`src/logic/epil_defines.vh`:
```
`ifndef EPIL_DEFINES_VH
`define EPIL_DEFINES_VH

// Register byte offsets
`define EPIL_OFS_ISC 8'h00
`define EPIL_OFS_IRQ_STAT 8'h04
`define EPIL_OFS_IRQ_MASK 8'h08
`define EPIL_OFS_VECTOR 8'h0C

// Status and control register field positions
`define EPIL_BIT_MODE 0
`define EPIL_BIT_MASK 1
`define EPIL_BIT_ACK 2
`define EPIL_BIT_PEND 3

// Event status bit positions
`define EPIL_EV_LATCH 0
`define EPIL_EV_ACK 1

// Reset values
`define EPIL_RST_MODE 1'b0
`define EPIL_RST_MASK 1'b0
`define EPIL_RST_EV 2'h0
`define EPIL_RST_EVMASK 2'h0

// Vector locations the CPU is directed to
`define EPIL_VEC_HI_ADDR 16'hFFFA
`define EPIL_VEC_LO_ADDR 16'hFFFB

// AXI responses
`define EPIL_RESP_OKAY 2'h0
`define EPIL_RESP_SLVERR 2'h2

`endif

```
`src/logic/epil_top.v`:
```
`include "epil_defines.vh"

module epil_top (
    input wire ref_clk_in,
    input wire reset_in,
    input wire irq_pin_n_in,
    input wire vector_fetch_in,
    input wire break_state_in,
    input wire break_clear_enable_in,
    input wire cpu_global_mask_in,
    input wire [7:0] s_axi_awaddr_in,
    input wire s_axi_awvalid_in,
    output wire s_axi_awready_out,
    input wire [31:0] s_axi_wdata_in,
    input wire [3:0] s_axi_wstrb_in,
    input wire s_axi_wvalid_in,
    output wire s_axi_wready_out,
    output reg [1:0] s_axi_bresp_out,
    output reg s_axi_bvalid_out,
    input wire s_axi_bready_in,
    input wire [7:0] s_axi_araddr_in,
    input wire s_axi_arvalid_in,
    output wire s_axi_arready_out,
    output reg [31:0] s_axi_rdata_out,
    output reg [1:0] s_axi_rresp_out,
    output reg s_axi_rvalid_out,
    input wire s_axi_rready_in,
    output wire cpu_irq_req_out,
    output wire [15:0] cpu_vector_addr_out,
    output reg pin_level_out,
    output wire irq_out
);
    reg pin_meta_r;
    reg pin_sync_r;
    reg latch_r;
    reg mode_r;
    reg mask_r;
    reg [1:0] ev_stat_r;
    reg [1:0] ev_mask_r;
    reg aw_held_r;
    reg [7:0] aw_addr_r;
    reg w_held_r;
    reg [31:0] w_data_r;
    reg [3:0] w_strb_r;
    reg latch_nxt;
    reg ack_pend_r;
    reg ack_pend_nxt;
    reg [1:0] ev_stat_nxt;
    reg [31:0] rd_word;
    reg rd_ok;
    wire wr_fire;
    wire wr_isc;
    wire sw_ack;
    wire ack;
    wire fall_edge;

    // Two-stage synchroniser; third stage pin_level_out holds the previous sample
    always @(posedge ref_clk_in or posedge reset_in) begin
        if (reset_in) begin
            pin_meta_r <= 1'b1;
            pin_sync_r <= 1'b1;
            pin_level_out <= 1'b1;
        end else begin
            pin_meta_r <= irq_pin_n_in;
            pin_sync_r <= pin_meta_r;
            pin_level_out <= pin_sync_r;
        end
    end

    assign fall_edge = pin_level_out & ~pin_sync_r;

    // Write side: address and data accepted in either order
    assign s_axi_awready_out = ~aw_held_r & ~s_axi_bvalid_out;
    assign s_axi_wready_out = ~w_held_r & ~s_axi_bvalid_out;
    assign wr_fire = aw_held_r & w_held_r & ~s_axi_bvalid_out;
    assign wr_isc = wr_fire & (aw_addr_r == `EPIL_OFS_ISC) & w_strb_r[0];
    assign sw_ack = wr_isc & w_data_r[`EPIL_BIT_ACK];
    // Break state gates software acknowledges only
    assign ack = vector_fetch_in |
        (sw_ack & (~break_state_in | break_clear_enable_in));

    always @* begin
        latch_nxt = latch_r;
        if ((ack || ack_pend_r) && (!mode_r || pin_sync_r))
            latch_nxt = 1'b0;
        // Set wins over acknowledge so a new edge is never lost
        if (fall_edge || (mode_r && !pin_sync_r))
            latch_nxt = 1'b1;
        // Level mode: acknowledge seen while pin low waits for release
        ack_pend_nxt = latch_nxt && mode_r && !fall_edge &&
            (ack_pend_r || ack);
    end

    always @* begin
        ev_stat_nxt = ev_stat_r;
        if (wr_fire && aw_addr_r == `EPIL_OFS_IRQ_STAT && w_strb_r[0])
            ev_stat_nxt = ev_stat_r & ~w_data_r[1:0];
        if (!latch_r && latch_nxt)
            ev_stat_nxt[`EPIL_EV_LATCH] = 1'b1;
        if (ack)
            ev_stat_nxt[`EPIL_EV_ACK] = 1'b1;
    end

    always @(posedge ref_clk_in or posedge reset_in) begin
        if (reset_in) begin
            latch_r <= 1'b0;
            ack_pend_r <= 1'b0;
            mode_r <= `EPIL_RST_MODE;
            mask_r <= `EPIL_RST_MASK;
            ev_stat_r <= `EPIL_RST_EV;
            ev_mask_r <= `EPIL_RST_EVMASK;
            aw_held_r <= 1'b0;
            aw_addr_r <= 8'h00;
            w_held_r <= 1'b0;
            w_data_r <= 32'h00000000;
            w_strb_r <= 4'h0;
            s_axi_bvalid_out <= 1'b0;
            s_axi_bresp_out <= `EPIL_RESP_OKAY;
        end else begin
            latch_r <= latch_nxt;
            ack_pend_r <= ack_pend_nxt;
            ev_stat_r <= ev_stat_nxt;
            if (s_axi_awvalid_in && s_axi_awready_out) begin
                aw_held_r <= 1'b1;
                aw_addr_r <= {s_axi_awaddr_in[7:2], 2'b00};
            end
            if (s_axi_wvalid_in && s_axi_wready_out) begin
                w_held_r <= 1'b1;
                w_data_r <= s_axi_wdata_in;
                w_strb_r <= s_axi_wstrb_in;
            end
            if (wr_fire) begin
                aw_held_r <= 1'b0;
                w_held_r <= 1'b0;
                s_axi_bvalid_out <= 1'b1;
                s_axi_bresp_out <= `EPIL_RESP_OKAY;
                case (aw_addr_r)
                    `EPIL_OFS_ISC: begin
                        if (w_strb_r[0]) begin
                            mode_r <= w_data_r[`EPIL_BIT_MODE];
                            mask_r <= w_data_r[`EPIL_BIT_MASK];
                        end
                    end
                    `EPIL_OFS_IRQ_MASK: begin
                        if (w_strb_r[0])
                            ev_mask_r <= w_data_r[1:0];
                    end
                    `EPIL_OFS_IRQ_STAT: begin
                    end
                    `EPIL_OFS_VECTOR: begin
                    end
                    default: s_axi_bresp_out <= `EPIL_RESP_SLVERR;
                endcase
            end else if (s_axi_bvalid_out && s_axi_bready_in) begin
                s_axi_bvalid_out <= 1'b0;
            end
        end
    end

    // Read side
    assign s_axi_arready_out = ~s_axi_rvalid_out;

    always @* begin
        rd_word = 32'h00000000;
        rd_ok = 1'b1;
        case ({s_axi_araddr_in[7:2], 2'b00})
            `EPIL_OFS_ISC: begin
                // Acknowledge bit left at zero
                rd_word[`EPIL_BIT_MODE] = mode_r;
                rd_word[`EPIL_BIT_MASK] = mask_r;
                rd_word[`EPIL_BIT_PEND] = latch_r;
            end
            `EPIL_OFS_IRQ_STAT: rd_word[1:0] = ev_stat_r;
            `EPIL_OFS_IRQ_MASK: rd_word[1:0] = ev_mask_r;
            `EPIL_OFS_VECTOR: rd_word = {`EPIL_VEC_LO_ADDR,
                `EPIL_VEC_HI_ADDR};
            default: rd_ok = 1'b0;
        endcase
    end

    always @(posedge ref_clk_in or posedge reset_in) begin
        if (reset_in) begin
            s_axi_rvalid_out <= 1'b0;
            s_axi_rdata_out <= 32'h00000000;
            s_axi_rresp_out <= `EPIL_RESP_OKAY;
        end else if (s_axi_arvalid_in && s_axi_arready_out) begin
            s_axi_rvalid_out <= 1'b1;
            s_axi_rdata_out <= rd_word;
            s_axi_rresp_out <= rd_ok ? `EPIL_RESP_OKAY : `EPIL_RESP_SLVERR;
        end else if (s_axi_rvalid_out && s_axi_rready_in) begin
            s_axi_rvalid_out <= 1'b0;
        end
    end

    // CPU request: local mask and global mask both block it
    assign cpu_irq_req_out = latch_r & ~mask_r & ~cpu_global_mask_in;
    assign cpu_vector_addr_out = `EPIL_VEC_HI_ADDR;
    assign irq_out = |(ev_stat_r & ev_mask_r);

endmodule
```
`config.mk`:
```
export PLATFORM = sky130hd
export DESIGN_NAME = epil_top
export DESIGN_NICKNAME = d
export VERILOG_FILES = /design/src/logic/epil_top.v
export VERILOG_INCLUDE_DIRS = /design/src /design/src/logic
export SDC_FILE = /design/constraint.sdc
export NUM_CORES = 1
export LEC_CHECK = 0
export BUFFER_PORTS_ARGS = -buffer_cell sky130_fd_sc_hd__buf_2
export CORE_ASPECT_RATIO = 1.1
export CORE_MARGIN = 3
export CORE_UTILIZATION = 43
export CTS_CLUSTER_SIZE = 25
export DETAILED_ROUTE_END_ITERATION = 12
export PLACE_DENSITY = 0.95
export SLEW_MARGIN = 20
export SYNTH_ARGS = -nofsm -noshare
export SYNTH_HDL_FRONTEND = slang
export SYNTH_SLANG_ARGS = --single-unit
```
`constraint.sdc`:
```
create_clock -name ref_clk_in -period 2.77 [get_ports ref_clk_in]
set_input_delay 0.554 -clock ref_clk_in [delete_from_list [all_inputs] [get_ports ref_clk_in]]
set_output_delay 0.554 -clock ref_clk_in [all_outputs]
set_load 0.02 [all_outputs]
```
Word-level counts from Yosys, hierarchy flattened
Cells that the tools add are included.

word-level totals
  input bits = 64
  word-level logic and storage cells = 102
  flip-flop bits (word level) = 60
  output and inout bits = 60

cells by class
  equal/unequal tests = 6
  muxes and demuxes = 19
  reductions and logical operators = 33
  bitwise logic cells = 24

operators with widths
  operator                                             number
  two-way mux 28 bit                                   1
  equality test 6 x 2 -> 1 bit, second input constant  4
  logical AND 1 bit                                    13
  two-way mux 1 bit                                    13
  equality test 6 x 1 -> 1 bit, second input constant  2
  nonzero test 2 bit                                   6
  bitwise AND 1 bit                                    11
  zero test 8 bit                                      1
  inverter 1 bit                                       8
  one-hot mux 2 bit (4 select lines)                   1
  OR reduction 4 bit                                   2
  zero test 6 bit                                      1
  two-way mux 2 bit                                    3
  AND reduction 3 bit                                  2
  bitwise AND 2 bit                                    2
  zero test 1 bit                                      4
  logical OR 1 bit                                     3
  inverter 2 bit                                       1
  OR 1 bit                                             2
  one-hot mux 1 bit (2 select lines)                   1
  OR reduction 2 bit                                   1

Longest topological paths before layout
Gate-level depths: netlist of the first run.

  word-level depth = 14
  depth in mapped cells = 5
  depth with buffers taken out = 4

Worst setup path after synthesis of the first run
No wires, ideal clock.

  kind = register to register
  from = register s_axi_bvalid_out
  to = register aw_addr_r[2]
  clock period less this slack = 1.690 ns
  slack = 1.080 ns
  data required time = 2.645 ns
  setup time = 0.125 ns
  cell stages (with the launch flop) = 5
  arrival = 1.565 ns
  path buffers = 1
  cell sequence = dfrtp_1 nor2_1 and2_1 clkbuf_1 mux2_2

on the way
  longest elaborated chain between the ends = 3

RTL lines
  what                    line            source
  start, declared         epil_top.v:19   output reg s_axi_bvalid_out,
  start signal, assigned  epil_top.v:117  s_axi_bvalid_out <= 1'b0;
  start signal, assigned  epil_top.v:135  s_axi_bvalid_out <= 1'b1;
  start signal, assigned  epil_top.v:155  s_axi_bvalid_out <= 1'b0;
  inverter 1 bit          epil_top.v:73   assign s_axi_awready_out = ~aw_held_r & ~s_axi_bvalid_out;
  bitwise AND 1 bit       epil_top.v:73
  net s_axi_awready_out   epil_top.v:13   output wire s_axi_awready_out,
  logical AND 1 bit       epil_top.v:123  if (s_axi_awvalid_in && s_axi_awready_out) begin
  end signal, assigned    epil_top.v:125  aw_addr_r <= {s_axi_awaddr_in[7:2], 2'b00};
  end, declared           epil_top.v:41   reg [7:0] aw_addr_r;

The timed path passes the listed nets, and every way through them passes these cells.
A chain may end at the register's enable or synchronous reset.

==> impl_metrics.yaml, run 1 <==
run_status:
  status: "complete, no violations"
timing:
  hold_viol: 0
  fin_skew_ns: 0.00289
  layout_worst_path_cycle_share_pct: 65.0
  rsz0062_at_grt: "false"
  final-max-slew-violation-count: 0
  worst_slew_pin_slew_ns: 0.623
  finalCriticalPeriod_ns: 1.80
  timing.fmax_mhz: 555
  final-setup-viol-count: 0
  relSlewSlack_pct: 58.4
  setup_tns_ns: 0
place:
  place_area_sq_mm: 0.00179
  hpwl_um: 2500
  port_buffers: 67
  gp_congestion: 0.759
setup_path:
  r2r_start: "s_axi_bvalid_out$_DFFE_PP0P_"
  cp_max_fo: 28
  reg2reg_slack_ns: 1.05
  crit_chain: "buf_2"
  rr_endpoint: "mask_r$_DFFE_PP0P_"
  critical_path.top_delay_family: "flip-flops"
  required_ns: 2.22
  slowest_stage: "dfrtp_1"
  r2r_cells: 4
  arrival_ns: 1.25
  max_stage_delay_ns: 0.70
  start_kind: "flip-flop"
  cp.buffers_inverters: 1
  crit_type: "flip-flop to output port"
  crit_path_end_kind: "output port"
finish:
  finalInstanceArea_sq_mm: 0.00187
  fin_nets: 262
  final_util_pct: 50.7
  synthToLayoutAreaGrowth_pct: 11.6
  drive_above_1_share_pct: 47.7
  antenna_cells: 0
clocking:
  cts_buffers: 5
  cts_tree: "built"
  clock_sink_count: 31
  cts.clk_slew.worst_paths_ns: 0.06
  hold_buffers: 0
  h-tree-depth: 2
  root_buffer: "clkbuf_8"
  ctsResizeCount: 0
  clk_path_buf_depth: 2
  insertion_delay_ns: 0.28
  postCtsSetupBuffers: 0
detailed_routing:
  vias: 1167
  drcViolationCount: 0
  routed_wl_um: 3060
  drt_pass1_iterations: 4
  wl_per_cell_um: 12.3
  via_per_inst: 4.69
  drtAntennaViolNets: 0
  drtIter0Drc: 27
grt:
  grt_pass1_wl_um: 4750
  track_usage_pct: 13.5
  grt_start_max_net_pins: 32
  antenna_found_initial: 0
  gr-total-overflow: 0
  grt_pass1_vias: 1071
logic_synthesis:
  syn_area_per_cell_sq_um: 10.9
  synth_seq_cells: 31
  synth_largest_type_area_fraction_pct: 41.9
  syn_inst: 153
  synth_area_leaders: "dfrtp_1, buf_4, mux2_2"
  synth_top_area_cell: "dfrtp_1"
  syn_area_sq_mm: 0.00167
  synth_cell_types: 32
  ys_seq_area_share_pct: 46.6
  yosys_warnings: 0
floorplanning:
  rows: 23
  die_height_um: 71.4
  pin_count: 124
  core_area_sq_mm: 0.00368
  initial_utilization_pct: 45.4
  die_area_sq_mm: 0.00468
  die_x_um: 65.5
pwr:
  cellPowerDensity_mw_per_mm2: 790
  irDropWorstVdd_v: 0.000553
  p_leak_uw: 0.000983
hold_path:
  worstHoldPathType: "input pin to async pin"
flow_run:
  maxCapViolations: 0
-- worst max path at each step --
stage | from | end | cells after the start
2_1_floorplan | s_axi_bvalid_out$_DFFE_PP0P_ | aw_addr_r[2]$_DFFE_PP0P_ | 4
3_3_place_gp | s_axi_wvalid_in | w_data_r[2]$_DFFE_PP0P_ | 3
3_5_place_dp | s_axi_bvalid_out$_DFFE_PP0P_ | mask_r$_DFFE_PP0P_ | 4
4_1_cts | s_axi_rdata_out[30]$_DFFE_PP0P_ | s_axi_rdata_out[26] | 1
5_1_grt | s_axi_rdata_out[30]$_DFFE_PP0P_ | s_axi_rdata_out[15] | 1
6_report | s_axi_rdata_out[30]$_DFFE_PP0P_ | s_axi_rdata_out[26] | 1
-- state kept, by name (all words and copies together) (netlist names), 2 cells and up --
name and cells:
aw_addr_r 6, s_axi_rdata_out 4, w_data_r 3, ev_mask_r 2
ev_stat_r 2
-- per-layer routing --
metal / wire, um / track usage, % / vias up
met5: 0 / 0 / -
met4: 48 / 5.30 / 0
met3: 372 / 5.80 / 5
met2: 1510 / 24.1 / 72
met1: 1120 / 13.6 / 543
li1: - / - / 547
-- cells by family (layout without fill, tap and decap cells) --
kind of cell	after synthesis	in the layout	synth area share, %
buffers and inverters	52	80	22.4
AOI/OAI and AO/OA	20	20	8.15
and+or+nand+nor	33	33	12.4
muxes	15	15	10.0
DFF	31	31	46.6
other	2	20	0.449
-- power by group --
group,switching (uW),leakage (uW),internal (uW),total [uW]
logic,234,0.000571,202,436
clock network,154,0.0000422,176,329
registers,126,0.000369,584,710
-- layout by cell type, fill, tap and decap left out, types with 3 or more instances in the layout --
master    count
nor2_1        8
mux2_2       14
o31ai_1       3
dfstp_2       3
conb_1       20
nor3b_1       4
nand2_1       7
dfrtp_1      28
clkbuf_8      5
o21ai_0       4
inv_1         4
buf_2        67
a21oi_1       4
-- layout make-up --
class,instances,area [sq um]
Fill cell,330,1820
Clock inverter,1,5.00
Timing Repair Buffer,68,343
Multi-Input combinational cell,88,587
Clock buffer,7,76.3
Tap cell,50,62.6
Sequential cell,31,779
Inverter,4,15.0
-- synth_stat cells --
library cell,instances
dfrtp_1,28
conb_1,2
and3_4,2
inv_1,4
o41ai_1,1
mux2i_1,1
a211o_1,1
dfstp_2,3
o21bai_1,2
and3b_1,1
a21boi_0,1
nor4_4,1
o31a_1,1
buf_4,46
a211oi_1,1
or4_4,1
nor2b_1,2
o21ai_0,4
nand2_1,7
clkbuf_1,1
a21oi_1,4
nor2_1,8
nor3_1,2
o31ai_1,3
nand4b_1,1
and2_1,1
buf_6,1
nand3b_1,2
mux2_2,14
nand3_1,1
nor3b_1,4
a22o_1,2
-- per-stage QoR --
step	power (uW)	hold slack, ns	worst slack [ns]	cells
after CTS	1500	0.343	0.920	249
final	1480	0.335	0.969	249
after floorplan	1060	0.345	1.08	171
after detailed placement	1160	0.347	1.06	241
after global placement	1130	0.345	1.07	241
after global routing	1580	0.359	0.857	249
Note: power is estimated with default switching activity, not from simulation.
==> run 2, diff against run 1 <==
--- a/config.mk
+++ b/config.mk
@@ -9,10 +9,10 @@
 export BUFFER_PORTS_ARGS = -buffer_cell sky130_fd_sc_hd__buf_2
 export CORE_ASPECT_RATIO = 1.1
 export CORE_MARGIN = 3
-export CORE_UTILIZATION = 43
+export CORE_UTILIZATION = 40
 export CTS_CLUSTER_SIZE = 25
 export DETAILED_ROUTE_END_ITERATION = 12
-export PLACE_DENSITY = 0.95
+export PLACE_DENSITY = 0.9
 export SLEW_MARGIN = 20
 export SYNTH_ARGS = -nofsm -noshare
 export SYNTH_HDL_FRONTEND = slang
==> constraint.sdc (replaced) <==
create_clock -name ref_clk_in -period 1.82 [get_ports ref_clk_in]
set_input_delay 0.364 -clock ref_clk_in [delete_from_list [all_inputs] [get_ports ref_clk_in]]
set_output_delay 0.364 -clock ref_clk_in [all_outputs]
set_load 0.02 [all_outputs]
==> run 2 against run 1 <==
Net effect:
- sequential cell count stayed put
- largest power group unchanged
- cell count is 1.6% higher
- count of clock-buffer cells in the layout is 1 lower
- design area is 3.7% higher
- sequential power is 52% higher
- combinational power is 56% higher
- worst setup slack worse by 0.84 ns
- register-to-register slack worse by 0.93 ns
- routed wire length is 4.1% lower
- die area is 6.8% higher
==> impl_metrics.yaml, run 2 (synthesis results as in run 1) <==
run_status:
  status: "complete, no violations"
clocking:
  root_buffer: "clkbuf_8"
  clk_path_buf_depth: 2
  insertion_delay_ns: 0.28
  hold_buffers: 0
  cts.clk_slew.worst_paths_ns: 0.07
  postCtsSetupBuffers: 0
  h-tree-depth: 2
  clock_sink_count: 31
  ctsResizeCount: 0
  cts_tree: "built"
  cts_buffers: 5
grt:
  antenna_found_initial: 0
  grt_start_max_net_pins: 32
  grt_pass1_wl_um: 4630
  track_usage_pct: 12.7
  gr-total-overflow: 0
  grt_pass1_vias: 1046
timing:
  rsz0062_at_grt: "false"
  finalCriticalPeriod_ns: 1.70
  timing.fmax_mhz: 590
  relSlewSlack_pct: 64.6
  layout_worst_path_cycle_share_pct: 93.2
  final-max-slew-violation-count: 0
  fin_skew_ns: 0.00524
  hold_viol: 0
  final-setup-viol-count: 0
  worst_slew_pin_slew_ns: 0.531
  setup_tns_ns: 0
floorplanning:
  pin_count: 124
  die_height_um: 73.9
  core_area_sq_mm: 0.00399
  die_area_sq_mm: 0.00500
  rows: 24
  initial_utilization_pct: 41.9
  die_x_um: 67.7
place:
  hpwl_um: 2300
  port_buffers: 67
  gp_congestion: 0.733
setup_path:
  r2r_start: "aw_addr_r[5]$_DFFE_PP0P_"
  reg2reg_slack_ns: 0.12
  crit_path_end_kind: "flip-flop"
  required_ns: 1.99
  start_kind: "flip-flop"
  startpoint: "aw_addr_r[5]$_DFFE_PP0P_"
  arrival_ns: 1.87
  r2r_cells: 4
  rr_endpoint: "mask_r$_DFFE_PP0P_"
  cp_max_fo: 3
  crit_type: "flip-flop to flip-flop"
finish:
  synthToLayoutAreaGrowth_pct: 15.7
  largest-register: "aw_addr_r"
  drive_above_1_share_pct: 48.8
  regArea_sq_um: 779
  fin_nets: 264
  fillers: 373
  mostFrequentLayoutCells: "buf_2, dfrtp_1, conb_1"
  reg_top3: "aw_addr_r (6), s_axi_rdata_out (4), w_data_r (3)"
  largest_reg_flops: 6
  layout_commonest_cell: "buf_2"
  final_util_pct: 48.5
  multi_input_area_sq_um: 587
  antenna_cells: 0
hold_path:
  worstHoldPathType: "input pin to async pin"
flow_run:
  maxCapViolations: 0
pwr:
  cellPowerDensity_mw_per_mm2: 1320
  p_leak_uw: 0.00102
  irDropWorstVdd_v: 0.000647
detailed_routing:
  drtIter0Drc: 25
  drcViolationCount: 0
  routed_wl_um: 2930
  wl_per_cell_um: 11.6
  drt_pass1_iterations: 4
  drtAntennaViolNets: 0
  vias: 1136
  via_per_inst: 4.49
-- run 2: worst max-delay path by stage --
stage	slack (ns)	cells past startpoint	end
detailed placement	0.18	4	mode_r$_DFFE_PP0P_
floorplan	0.13	4	aw_addr_r[2]$_DFFE_PP0P_
global placement	0.21	4	mask_r$_DFFE_PP0P_
CTS	0.13	4	mode_r$_DFFE_PP0P_
finish	0.12	4	mask_r$_DFFE_PP0P_
global route	0.04	4	mode_r$_DFFE_PP0P_
-- run 2: final cells by class --
cell class | instances | area share [%]
repair buffers | 70 | 18.5
well taps | 52 | 3.36
flip-flops and latches | 31 | 40.2
multi-input cells | 88 | 30.3
clock buffers | 6 | 3.75
clock inverters | 2 | 3.10
inverters | 4 | 0.775
-- run 2: metal layers --
metal,share of wire (%),GRT usage (%)
met3,13,5.20
met2,46,21.9
met5,0,0
met1,39,13.6
met4,1.5,4.73
-- run 2: stage by stage --
| stage | worst slack [ns] | hold WS [ns] | power [uW] | instances | instance area (sq um) |
|---|---|---|---|---|---|
| floorplan | 0.130 | 0.345 | 1620 | 171 | 1740 |
| global placement | 0.207 | 0.345 | 1750 | 245 | 1800 |
| detailed placement | 0.178 | 0.347 | 1780 | 245 | 1800 |
| CTS | 0.129 | 0.156 | 2590 | 253 | 1940 |
| global route | 0.0357 | 0.160 | 2720 | 253 | 1940 |
| finish | 0.125 | 0.139 | 2560 | 253 | 1940 |
-- run 2: report_power, final --
| group | leakage (uW) | total [uW] | internal [uW] | switching, uW |
|---|---|---|---|---|
| clock | 0.0000654 | 798 | 547 | 251 |
| combinational | 0.000582 | 678 | 328 | 351 |
| sequential | 0.000369 | 1080 | 889 | 191 |
| total | 0.00102 | 2560 | 1760 | 793 |
-- run 2: critical path: stages (launching register included) --
cell and delay, ns:
dfrtp_1 0.41, nor4_4 0.35, nand3_1 0.16, nor3_1 0.28, mux2_2 0.38
